`src/logic/dos_defs.svh`:
```
// constants of the drive overshoot and shutdown block
`ifndef DOS_DEFS_SVH
`define DOS_DEFS_SVH
`define DOS_OFF_SETPOINT 8'h00
`define DOS_OFF_CTRL     8'h04
`define DOS_OFF_DRIVE    8'h08
`define DOS_OFF_STATUS   8'h0c
`define DOS_OFF_FAULT    8'h10
`define DOS_OFF_TEMPCMD  8'h14
`define DOS_OFF_IND      8'h18
`define DOS_CTRL_LIMIT   0
`define DOS_CTRL_MANUAL  1
`define DOS_CTRL_REQACK  2
`define DOS_FAULT_DRIVE  9
`define DOS_DRV_MASK     16'h0fff
`define DOS_STOP_WORD    16'hc000
`define DOS_IND_MASK     16'hff97
`define DOS_EOI_TIMER    16'h0008
`define DOS_EOI_PRIO     16'h0003
`define DOS_STEP         12'h004
`define DOS_CONV_LIMIT   16'h0004
`define DOS_PRESCALE     20
`define DOS_CLK_HZ       250000000
`define DOS_TICK_HZ      1800
`define DOS_TICK_CYCLES  (`DOS_CLK_HZ / `DOS_TICK_HZ)
`endif

```
`src/logic/dos_pkg.sv`:
```
// types of the drive overshoot and shutdown block
package dos_pkg;
  // tick sequencer, one-hot
  typedef enum logic [5:0] {
    SQ_WAIT   = 6'b000001,
    SQ_STOP   = 6'b000010,
    SQ_EOI    = 6'b000100,
    SQ_BRAKE  = 6'b001000,
    SQ_EXIT_A = 6'b010000,
    SQ_EXIT_B = 6'b100000
  } dos_seq_t;
  // drive regime, one-hot
  typedef enum logic [3:0] {
    RG_IDLE  = 4'b0001,
    RG_CREEP = 4'b0010,
    RG_OVR   = 4'b0100,
    RG_DOWN  = 4'b1000
  } dos_regime_t;
  // ahb-lite request from the master
  typedef struct packed {
    logic        hsel;
    logic [31:0] haddr;
    logic [1:0]  htrans;
    logic        hwrite;
    logic [2:0]  hsize;
    logic [31:0] hwdata;
    logic        hready;
  } dos_ahb_req_t;
  // ahb-lite answer of the slave
  typedef struct packed {
    logic        hreadyout;
    logic        hresp;
    logic [31:0] hrdata;
  } dos_ahb_rsp_t;
  // end-of-interrupt write toward the interrupt controller
  typedef struct packed {
    logic        wr;
    logic [15:0] data;
  } dos_eoi_t;
endpackage

```
`src/logic/dos_drive_ctrl.sv`:
```
// drive overshoot handling, ramp-down and stopped shutdown, ahb-lite slave
`timescale 1ns/1ps
`include "dos_defs.svh"

module dos_drive_ctrl
#(
  parameter int unsigned TICK_CYCLES = `DOS_TICK_CYCLES,
  parameter int unsigned PRESCALE    = `DOS_PRESCALE
)
(
  input  wire logic                clk_sys,
  input  wire logic                rstn,
  input  wire dos_pkg::dos_ahb_req_t ahb_req,
  output      dos_pkg::dos_ahb_rsp_t ahb_rsp,
  input  wire logic signed [15:0]  pos_error,
  input  wire logic                error_dir,
  input  wire logic                estop_pin,
  input  wire logic                lockout_pin,
  output      logic [15:0]         drive_word,
  output      logic                dac_latch,
  output      dos_pkg::dos_eoi_t   end_of_interrupt_register,
  output      logic                brake_release,
  output      logic                timer_stop,
  output      logic [15:0]         indicator
);
  import dos_pkg::*;

  localparam int CW = $clog2(TICK_CYCLES);

  // step a 12-bit signed drive 4 counts, down if pos_dir else up; zero stays zero
  function automatic logic [11:0] step_zero(input logic [11:0] val,
                                            input logic        pos_dir);
    logic [11:0] res;
    res = val;
    if (val != 12'h000)
      res = pos_dir ? val - `DOS_STEP : val + `DOS_STEP;
    return res;
  endfunction

  ////////////////////////////////////////////////////////////////////////////
  // state
  dos_seq_t    seq_reg, seq_next;          // tick sequencer
  dos_regime_t regime_reg, regime_next;    // drive regime
  logic [15:0] word_reg, word_next;        // drive value plus discretes
  logic [4:0]  presc_reg, presc_next;      // ramp-down rate prescaler
  logic        latch_reg, latch_next;      // d/a latch strobe
  logic        eoi_wr_reg, eoi_wr_next;    // eoi write strobe
  logic [15:0] eoi_data_reg, eoi_data_next;
  logic        brake_reg, brake_next;      // brake release strobe
  logic        tstop_reg, tstop_next;      // timer stop strobe
  logic [CW-1:0] tick_cnt_reg;             // tick divider
  logic        timers_on_reg;              // drive timers running
  logic        tick;                       // one-cycle tick pulse
  logic        init_dir_reg;               // direction at command start
  logic        retry_used_flag;
  logic        drive_active_flag;
  logic        drive_request_flag;
  logic        shutdown_request_flag;
  logic [15:0] fault_word;
  logic [15:0] commanded_setpoint;
  logic [15:0] temp_command;
  logic [15:0] ind_reg;                    // indicator bits
  // event strobes from the sequencer
  logic        ev_fault, ev_request, ev_stop_clear;
  // pin synchronisers
  logic [1:0]  estop_sync, lock_sync;
  logic        halt_now;
  // bus
  logic        wr_pend_reg;
  logic [7:0]  addr_reg;
  logic [31:0] rdata_reg;
  logic        addr_phase;
  logic        wr_setpoint, wr_ctrl, wr_drive, wr_fault, wr_ind;
  // datapath helpers
  logic [11:0] drive_mag;
  logic [15:0] discretes;
  logic [11:0] stepped;
  logic        err_small;

  ////////////////////////////////////////////////////////////////////////////
  // ahb-lite slave, zero wait states, always okay

  assign addr_phase = ahb_req.hsel & ahb_req.htrans[1] & ahb_req.hready;
  assign wr_setpoint = wr_pend_reg & (addr_reg == `DOS_OFF_SETPOINT);
  assign wr_ctrl     = wr_pend_reg & (addr_reg == `DOS_OFF_CTRL);
  assign wr_drive    = wr_pend_reg & (addr_reg == `DOS_OFF_DRIVE);
  assign wr_fault    = wr_pend_reg & (addr_reg == `DOS_OFF_FAULT);
  assign wr_ind      = wr_pend_reg & (addr_reg == `DOS_OFF_IND);

  // address phase capture and read data register
  always_ff @(posedge clk_sys)
  begin
    if (!rstn)
    begin
      wr_pend_reg <= 1'b0;
      addr_reg    <= 8'h00;
      rdata_reg   <= 32'h0000_0000;
    end
    else
    begin
      wr_pend_reg <= addr_phase & ahb_req.hwrite;
      if (addr_phase)
        addr_reg <= {ahb_req.haddr[7:2], 2'b00};
      rdata_reg <= 32'h0000_0000;
      if (addr_phase & ~ahb_req.hwrite)
      begin
        unique case ({ahb_req.haddr[7:2], 2'b00})
          `DOS_OFF_SETPOINT: rdata_reg <= {16'h0000, commanded_setpoint};
          `DOS_OFF_DRIVE:    rdata_reg <= {16'h0000, word_reg};
          `DOS_OFF_STATUS:   rdata_reg <= {16'h0000, seq_reg, regime_reg,
                                           timers_on_reg, init_dir_reg,
                                           retry_used_flag, drive_active_flag,
                                           drive_request_flag,
                                           shutdown_request_flag};
          `DOS_OFF_FAULT:    rdata_reg <= {16'h0000, fault_word};
          `DOS_OFF_TEMPCMD:  rdata_reg <= {16'h0000, temp_command};
          `DOS_OFF_IND:      rdata_reg <= {16'h0000, ind_reg};
          default:           rdata_reg <= 32'h0000_0000; // unmapped reads zero
        endcase
      end
    end
  end

  assign ahb_rsp.hreadyout = 1'b1;
  assign ahb_rsp.hresp     = 1'b0;
  assign ahb_rsp.hrdata    = rdata_reg;

  ////////////////////////////////////////////////////////////////////////////
  // pin synchronisers, first stage read only by the second

  always_ff @(posedge clk_sys)
  begin
    if (!rstn)
    begin
      estop_sync <= 2'b00;
      lock_sync  <= 2'b00;
    end
    else
    begin
      estop_sync <= {estop_sync[0], estop_pin};
      lock_sync  <= {lock_sync[0], lockout_pin};
    end
  end

  assign halt_now = estop_sync[1] | lock_sync[1];

  ////////////////////////////////////////////////////////////////////////////
  // 1800 hz tick, runs only while the drive timers are on

  always_ff @(posedge clk_sys)
  begin
    if (!rstn)
    begin
      tick_cnt_reg  <= '0;
      timers_on_reg <= 1'b0;
    end
    else
    begin
      if (tstop_reg)
        timers_on_reg <= 1'b0;
      else if (wr_drive)
        timers_on_reg <= 1'b1;
      if (!timers_on_reg || tick)
        tick_cnt_reg <= CW'(TICK_CYCLES - 1);
      else
        tick_cnt_reg <= tick_cnt_reg - 1'b1;
    end
  end

  assign tick = timers_on_reg && (tick_cnt_reg == '0);

  ////////////////////////////////////////////////////////////////////////////
  // tick decision

  // discretes stripped before any arithmetic on the drive value
  assign drive_mag = 12'(word_reg & `DOS_DRV_MASK);
  assign discretes = word_reg & ~`DOS_DRV_MASK;
  assign stepped   = step_zero(drive_mag, init_dir_reg);
  assign err_small = (pos_error < $signed(`DOS_CONV_LIMIT)) &&
                     (pos_error > -$signed(`DOS_CONV_LIMIT));

  always_comb
  begin
    seq_next      = seq_reg;
    regime_next   = regime_reg;
    word_next     = word_reg;
    presc_next    = presc_reg;
    latch_next    = 1'b0;
    eoi_wr_next   = 1'b0;
    eoi_data_next = eoi_data_reg;
    brake_next    = 1'b0;
    tstop_next    = 1'b0;
    ev_fault      = 1'b0;
    ev_request    = 1'b0;
    ev_stop_clear = 1'b0;
    unique case (seq_reg)
      SQ_WAIT:
      begin
        // a drive write starts creep; it outranks a tick in the same cycle
        if (wr_drive)
        begin
          word_next   = ahb_req.hwdata[15:0];
          latch_next  = 1'b1;
          regime_next = RG_CREEP;
          presc_next  = 5'(PRESCALE);
        end
        else if (tick && regime_reg != RG_IDLE)
        begin
          seq_next = SQ_EXIT_A;
          if (halt_now)
            seq_next = SQ_STOP;
          else if (shutdown_request_flag || regime_reg == RG_DOWN)
          begin
            regime_next = RG_DOWN;
            presc_next  = presc_reg - 5'd1;
            if (presc_reg == 5'd1)
            begin
              presc_next = 5'(PRESCALE);
              word_next  = discretes | {4'h0, stepped};
              latch_next = 1'b1;
              if (stepped == 12'h000)
                seq_next = SQ_STOP;
            end
            else if (drive_mag == 12'h000)
              seq_next = SQ_STOP;
          end
          else if (regime_reg == RG_CREEP && err_small)
            regime_next = RG_DOWN;
          else if (regime_reg == RG_CREEP && error_dir == init_dir_reg)
            latch_next = 1'b1;
          else
          begin
            // overshoot seen now, or ramp already under way
            regime_next = RG_OVR;
            word_next   = discretes | {4'h0, stepped};
            latch_next  = 1'b1;
            if (stepped == 12'h000)
            begin
              seq_next = SQ_STOP;
              if (retry_used_flag)
                ev_fault = 1'b1;
              else
                ev_request = 1'b1;
            end                                              // else
          end
        end
      end
      SQ_STOP:
      begin
        tstop_next  = 1'b1;
        word_next   = `DOS_STOP_WORD;
        latch_next  = 1'b1;
        seq_next    = SQ_EOI;
      end
      SQ_EOI:
      begin
        eoi_wr_next   = 1'b1;
        eoi_data_next = `DOS_EOI_TIMER;
        seq_next      = SQ_BRAKE;
      end
      SQ_BRAKE:
      begin
        brake_next    = 1'b1;
        ev_stop_clear = 1'b1;
        regime_next   = RG_IDLE;
        seq_next      = SQ_EXIT_A;
      end
      SQ_EXIT_A:
      begin
        eoi_wr_next   = 1'b1;
        eoi_data_next = `DOS_EOI_TIMER;
        seq_next      = SQ_EXIT_B;
      end
      SQ_EXIT_B:
      begin
        eoi_wr_next   = 1'b1;
        eoi_data_next = `DOS_EOI_PRIO;
        seq_next      = SQ_WAIT;
      end
      default:
        seq_next = SQ_WAIT;                                  // illegal code
    endcase
  end

  ////////////////////////////////////////////////////////////////////////////
  // sequencer and drive datapath registers

  always_ff @(posedge clk_sys)
  begin
    if (!rstn)
    begin
      seq_reg      <= SQ_WAIT;
      regime_reg   <= RG_IDLE;
      word_reg     <= 16'h0000;
      presc_reg    <= 5'd0;
      latch_reg    <= 1'b0;
      eoi_wr_reg   <= 1'b0;
      eoi_data_reg <= 16'h0000;
      brake_reg    <= 1'b0;
      tstop_reg    <= 1'b0;
      init_dir_reg <= 1'b0;
    end
    else
    begin
      seq_reg      <= seq_next;
      regime_reg   <= regime_next;
      word_reg     <= word_next;
      presc_reg    <= presc_next;
      latch_reg    <= latch_next;
      eoi_wr_reg   <= eoi_wr_next;
      eoi_data_reg <= eoi_data_next;
      brake_reg    <= brake_next;
      tstop_reg    <= tstop_next;
      // direction recorded as the command begins
      if (seq_reg == SQ_WAIT && wr_drive)
        init_dir_reg <= error_dir;
    end
  end

  ////////////////////////////////////////////////////////////////////////////
  // flags; hardware set wins over a clear in the same cycle

  always_ff @(posedge clk_sys)
  begin
    if (!rstn)
    begin
      retry_used_flag       <= 1'b0;
      drive_active_flag     <= 1'b0;
      drive_request_flag    <= 1'b0;
      shutdown_request_flag <= 1'b0;
      fault_word            <= 16'h0000;
      commanded_setpoint    <= 16'h0000;
      temp_command          <= 16'h0000;
    end
    else
    begin
      if (ev_request)
        retry_used_flag <= 1'b1;
      else if (wr_setpoint)
        retry_used_flag <= 1'b0;
      if (ev_stop_clear | ev_request)
        drive_active_flag <= 1'b0;
      else if (wr_drive)
        drive_active_flag <= 1'b1;
      if (ev_request)
        drive_request_flag <= 1'b1;
      else if (wr_ctrl & ahb_req.hwdata[`DOS_CTRL_REQACK])
        drive_request_flag <= 1'b0;
      // limit fault, manual override, or a command over a running one
      if ((wr_ctrl & (ahb_req.hwdata[`DOS_CTRL_LIMIT] |
                      ahb_req.hwdata[`DOS_CTRL_MANUAL])) |
          (wr_setpoint & drive_active_flag))
        shutdown_request_flag <= 1'b1;
      else if (ev_stop_clear)
        shutdown_request_flag <= 1'b0;
      if (ev_fault)
        fault_word[`DOS_FAULT_DRIVE] <= 1'b1;
      else if (wr_fault & ahb_req.hwdata[`DOS_FAULT_DRIVE])
        fault_word[`DOS_FAULT_DRIVE] <= 1'b0;
      if (wr_setpoint)
        commanded_setpoint <= ahb_req.hwdata[15:0];
      if (ev_request)
        temp_command <= commanded_setpoint;
    end
  end

  ////////////////////////////////////////////////////////////////////////////
  // indicator bits; limit and mux address bits survive the stop clear

  always_ff @(posedge clk_sys)
  begin
    if (!rstn)
      ind_reg <= 16'h0000;
    else if (ev_stop_clear)
      ind_reg <= ind_reg & `DOS_IND_MASK;
    else if (wr_ind)
      ind_reg <= ahb_req.hwdata[15:0];
  end

  ////////////////////////////////////////////////////////////////////////////
  // outputs, all from flip-flops

  assign drive_word    = word_reg;
  assign dac_latch     = latch_reg;
  assign end_of_interrupt_register.wr        = eoi_wr_reg;
  assign end_of_interrupt_register.data      = eoi_data_reg;
  assign brake_release = brake_reg;
  assign timer_stop    = tstop_reg;
  assign indicator     = ind_reg;

endmodule

```
`config.mk`:
```
export PLATFORM = sky130hd
export DESIGN_NAME = dos_drive_ctrl
export DESIGN_NICKNAME = d
export VERILOG_FILES = /design/src/logic/dos_pkg.sv /design/src/logic/dos_drive_ctrl.sv
export VERILOG_INCLUDE_DIRS = /design/src /design/src/logic
export SDC_FILE = /design/constraint.sdc
export NUM_CORES = 1
export LEC_CHECK = 0
export BUFFER_PORTS_ARGS = -buffer_cell sky130_fd_sc_hd__buf_2
export CORE_UTILIZATION = 46
export DETAILED_ROUTE_END_ITERATION = 10
export PLACE_DENSITY = 0.82
export SETUP_SLACK_MARGIN = 0.5
export SYNTH_ARGS = -nofsm -noshare
export SYNTH_HDL_FRONTEND = slang
export SYNTH_SLANG_ARGS = --single-unit
```
`constraint.sdc`:
```
create_clock -name clk_sys -period 8.6 [get_ports clk_sys]
set_clock_uncertainty 0.05 [all_clocks]
set_input_delay 0.86 -clock clk_sys [delete_from_list [all_inputs] [get_ports clk_sys]]
set_output_delay 0.86 -clock clk_sys [all_outputs]
set_load 0.05 [all_outputs]
```
## After elaboration in Yosys (flattened, before gate mapping)

Cells that the tools add are included.

- Input bits: 93
- Bits in registers: 167

- $add $sub $neg: 4
- Multiplexer cells: 71
- Order comparisons: 2
- Bitwise logic cells: 21
- Equality and inequality tests: 29
- Reduce and logical (&&, ||, !) cells: 36

Operator list:

| kind | count |
|---|---|
| 16-bit two-way mux | 7 |
| 16-bit case mux with 6 select lines | 1 |
| 16-bit case mux with 2 select lines | 2 |
| 5-bit two-way mux | 10 |
| 6-bit by 3-bit == test with 1-bit output (second input constant) | 6 |
| 1-bit two-way mux | 35 |
| 6-bit case mux with 5 select lines | 1 |
| 6-bit by 2-bit == test with 1-bit output (second input constant) | 4 |
| 12-bit logical NOT | 2 |
| 12-bit two-way mux | 2 |
| 4-bit two-way mux | 6 |
| 6-bit two-way mux | 4 |
| 18-bit logical NOT | 1 |
| 18-bit two-way mux | 1 |
| 2-bit nonzero test | 9 |
| 18-bit by 1-bit subtractor with 18-bit output (second input constant) | 1 |
| 16-bit by 3-bit > comparator with 1-bit output (second input constant) | 1 |
| 16-bit by 4-bit less-than comparator with 1-bit output (second input constant) | 1 |
| 16-bit by 12-bit OR with 16-bit output | 1 |
| 1-bit bitwise AND | 13 |
| 12-bit by 3-bit adder with 12-bit output (second input constant) | 1 |
| 6-bit by 1-bit == test with 1-bit output (second input constant) | 2 |
| 4-bit inequality test (second input constant) | 3 |
| 12-bit nonzero test | 1 |
| 28 further kinds | 48 |

## Longest topological paths before layout

- Word-level depth: 14
- Mapped depth: 11
- Mapped depth without buffers: 9

## Worst setup path before layout

OpenSTA, ideal clock, no wires.

- Path type: register to register
- Start point: register word_reg[2] (netlist: drive_word[2])
- End point: register temp_command[10]
- Arrival time: 3.329 ns
- Period minus slack after synthesis: 3.450 ns
- Stages on the path, launching flop included: 11
- Library setup time: 0.072 ns
- Required time: 8.478 ns
- Slack: 5.150 ns
- Cell sequence: dfxtp_1 > inv_1 > fa_1 > xnor2_1 > or4_1 > or4_4 > o41ai_2 > and3b_1 > buf_6 > buf_12 > mux2i_1

- Word-level cells in the longest chain between the ends: 12
- Elaborated cells on any way between the ends: 14

RTL lines:

| item | line | text |
|---|---|---|
| start, declared | dos_drive_ctrl.sv:44 | `logic [15:0] word_reg, word_next;` |
| start signal, assigned | dos_drive_ctrl.sv:307 | `word_reg <= word_next;` |
| 12-bit by 3-bit adder with 12-bit output (no line) / 12-bit by 3-bit subtractor with 12-bit output (equally long branches) | -- |  |
| 12-bit two-way mux (no line) | -- |  |
| 12-bit two-way mux (*) | dos_drive_ctrl.sv:35 | `if (val != 12'h000)` |
| 12-bit logical NOT (*) | dos_drive_ctrl.sv:237 | `if (stepped == 12'h000)` |
| 1-bit two-way mux (*) | dos_drive_ctrl.sv:237 |  |
| 1-bit two-way mux (*) | dos_drive_ctrl.sv:229 | `else if (regime_reg == RG_CREEP && error_dir == init_dir_reg)` |
| 1-bit two-way mux (*) | dos_drive_ctrl.sv:227 | `else if (regime_reg == RG_CREEP && err_small)` |
| 1-bit two-way mux (*) | dos_drive_ctrl.sv:212 | `else if (shutdown_request_flag \|\| regime_reg == RG_DOWN)` |
| 1-bit two-way mux (*) | dos_drive_ctrl.sv:210 | `if (halt_now)` |
| 1-bit two-way mux (*) | dos_drive_ctrl.sv:207 | `else if (tick && regime_reg != RG_IDLE)` |
| 1-bit two-way mux (*) | dos_drive_ctrl.sv:200 | `if (wr_drive)` |
| 1-bit two-way mux (*) | dos_drive_ctrl.sv:196 | `unique case (seq_reg)` |
| end signal, assigned | dos_drive_ctrl.sv:363 | `temp_command <= commanded_setpoint;` |
| end, declared | dos_drive_ctrl.sv:61 | `logic [15:0] temp_command;` |

Mark *: on every way between the ends. The rest lies on a longest branch, timed or not.
A chain may end at the register's enable or synchronous reset.

## Final worst setup path

- Start point: register init_dir_reg
- End point: register temp_command[2]

- Word-level cells in the longest chain between the ends: 11
- Elaborated cells on any way between the ends: 13

RTL lines:

| item | line | text |
|---|---|---|
| start, declared | dos_drive_ctrl.sv:54 | `logic init_dir_reg;` |
| start signal, assigned | dos_drive_ctrl.sv:316 | `init_dir_reg <= error_dir;` |
| 12-bit two-way mux (no line) | -- |  |
| 12-bit two-way mux | dos_drive_ctrl.sv:35 |  |
| 12-bit logical NOT | dos_drive_ctrl.sv:237 |  |
| 1-bit two-way mux | dos_drive_ctrl.sv:237 |  |
| 1-bit two-way mux (*) | dos_drive_ctrl.sv:229 |  |
| 1-bit two-way mux (*) | dos_drive_ctrl.sv:227 |  |
| 1-bit two-way mux (*) | dos_drive_ctrl.sv:212 |  |
| 1-bit two-way mux (*) | dos_drive_ctrl.sv:210 |  |
| 1-bit two-way mux (*) | dos_drive_ctrl.sv:207 |  |
| 1-bit two-way mux (*) | dos_drive_ctrl.sv:200 |  |
| 1-bit two-way mux (*) | dos_drive_ctrl.sv:196 |  |

Marked as above.

==> impl_metrics.ini <==
[status]
outcome = finished clean

[synth]
yosysUniqueCellTypes = 68
synth_top_area_cell = dfxtp_1
synth-edff-count = 0
synth-seq-area-share_pct = 39.3
yosysTopAreaCellShare_pct = 39.3
syn_area_per_cell_um2 = 8.72
ys.flop_type = dfxtp_1
syn_area_mm2 = 0.00697
synthArstFlopShare_pct = 0
ys_seq_elements = 137
syn-instance-count = 800
yosys_warnings = 0
synth.area.top_cells = dfxtp_1 39%, nand2_1 5.9%, mux2i_1 5.6%

[timing]
clock.fmax_mhz = 249
whs_ns = 0.371
slew_violations = 0
rsz0062_at_grt = no
finalCritPeriodShare_pct = 46.8
worst_pin_slew_ns = 1.30
setup_violations = 0
hold_viol = 0
fin_tns_setup_ns = 0
min_period_ns = 4.02
relSlewSlack_pct = 13.1

[die]
die-area_mm2 = 0.0157
ios = 179
core-area_mm2 = 0.0146
initial_utilization_pct = 47.6
num_rows = 44
die_x_um = 125
die_h_um = 125

[routing]
drt_wl_total_mm = 18.4
highest_layer = met4
ant_nets = 0
drt_first_pass_iters = 7
wl_per_cell_um = 17.1
via_per_inst = 5.78
wl_met3_mm = 1.35
drt-met1-wl_mm = 7.73
dr.first_iter.drc_count = 547
drc = 0
met2_wirelength_mm = 8.86
vias = 6223

[grt]
overflow = 0
grt_max_degree = 94
grt_antenna_before_repair = 0
grt_pass1_vias = 5630
grt_pass1_wl_mm = 29.2
grt_usage_pct = 23.4

[critical_path]
timing.rr.start = init_dir_reg
rrSetupSlack_ns = 4.58
cp_slowest_cell = dfxtp_1
cp_data_arrival_time_ns = 4.32
critPathLaunchType = register
r2r_cells = 9
path_cells = inv_1, fa_1, xnor2_1, or4_1, or4_4, o41ai_2, and3b_1, buf_4, mux2i_1
worst_r2r_endpoint = temp_command[2]
cpPeakStageDelay_ns = 0.69
critPathCaptureType = register
crit_required_ns = 8.90
crit_fanout = 13
crit_type = register to register

[cells_and_area]
layout.nets = 985
num_antenna_cells = 0
final_common_cell = dfxtp_1
area_growth_pct = 15.2
drive_above_1_share_pct = 19.2
final_cell_mix = 137 x dfxtp_1, 109 x nand2_1, 101 x buf_2, 45 x nor2_1, 43 x a22oi_1
multi_input_area_mm2 = 0.00389
final_cells = 1076
largest_reg_flops = 18
n_fill_cell = 1280
design_area_mm2 = 0.00804
regArea_mm2 = 0.00274

[clock_tree]
cts_setup_buffers = 0
numCtsBuffers = 17
clk_pin_slew_worst_paths_ns = 0.06
worstSkewPairLatency_ns = 0.42
htree_levels = 4
cts.path.max_buffers = 2
cts_tree = yes
ctsHoldBuffers = 0
cts_sinks = 137
cts_resized = 0
ctsRootBufferMaster = clkbuf_16

[min_path]
holdPathStages = 1
hp-start = timer_stop
hold_class = register to register
hold_end = timers_on_reg

[flow_run]
drv_cap = 0

[power]
power.leakage_uw = 0.00307
finalPower_uw = 1450
p_per_area_mw_per_mm2 = 181
peakVddDrop_mv = 0.139

[placement]
dp_hpwl_mm = 12.5
place.gp.congestion = 0.852
postPlaceCellArea_mm2 = 0.00746
dp_cells = 1045
port-buffer-count = 101
==> cell usage after synthesis, types with 3 or more instances <==
master    number
inv_1         12
or4b_2         3
nor4_2         4
buf_2          5
o21a_1         4
nor2_1        45
and2_1        12
a31oi_1        4
nor3b_1        7
xnor2_1       16
a21o_1         5
mux2i_1       39
ha_1          11
xor2_1         9
a22oi_1       43
o21ai_0       21
clkbuf_1      34
nand3b_1       3
nor3_1        18
nand4b_1       4
nand2b_1       4
dfxtp_1      137
o211ai_1       3
mux2_2        16
nand2_1      109
a32oi_1        3
nor2b_1       32
a21boi_0      39
nand4_1        5
buf_4         33
a21oi_1       39
nor4_1        12
and3_1         9
or3_1         10
nand3_1        9
==> per-layer routing <==
metal / vias up / GRT usage, %
met3: 42 / 5.22
met5: - / 0
met2: 259 / 39.6
met4: 0 / 8.03
li1: 2951 / -
met1: 2971 / 29.4
==> cell type report <==
| class | instances | area share, % |
|---|---|---|
| multi-input cells | 605 | 48.4 |
| inverters | 12 | 0.561 |
| repair buffers | 107 | 6.85 |
| flip-flops and latches | 137 | 34.1 |
| clock inverters | 11 | 1.53 |
| clock buffers | 20 | 5.68 |
| well taps | 184 | 2.87 |
==> per-stage QoR <==
stage / utilization [%] / setup slack [ns]
global placement: 50.9 / 4.70
finish: 54.9 / 4.58
global route: 54.9 / 4.41
floorplan: - / 5.15
detailed placement: 50.9 / 4.59
CTS: 54.9 / 4.61
==> logic make-up after synthesis <==
family,after synthesis,share of synthesized area [%]
adder cells (fa/ha/maj),12,2.26
multiplexers,55,8.18
flip-flops,137,39.3
other,2,0.108
AND/OR/NAND/NOR,298,22.0
buffers and inverters,87,6.89
XOR/XNOR,25,3.14
AO/OA/AOI/OAI,184,18.1
==> critical path, delay by kind of cell (launching register included) <==
family	cells	cell delay [ns]
AND/OR/NAND/NOR	3	1.60
flip-flops	1	0.69
buffers and inverters	2	0.47
adder cells (fa/ha/maj)	1	0.45
AO/OA/AOI/OAI	1	0.30
multiplexers	1	0.22
XOR/XNOR	1	0.16
==> worst max path at each step <==
stage | startpoint | end | slack, ns
CTS | init_dir_reg | temp_command[2] | 4.61
finish | init_dir_reg | temp_command[2] | 4.58
global route | init_dir_reg | temp_command[2] | 4.41
floorplan | drive_word[2] | temp_command[10] | 5.15
global placement | init_dir_reg | temp_command[1] | 4.70
detailed placement | init_dir_reg | temp_command[2] | 4.59
==> power breakdown <==
group,total (uW),switching [uW],internal (uW)
Combinational,87.7,64.4,23.4
Sequential,646,5.07,641
Clock,719,279,440
Note: power is estimated with default switching activity, not from simulation.
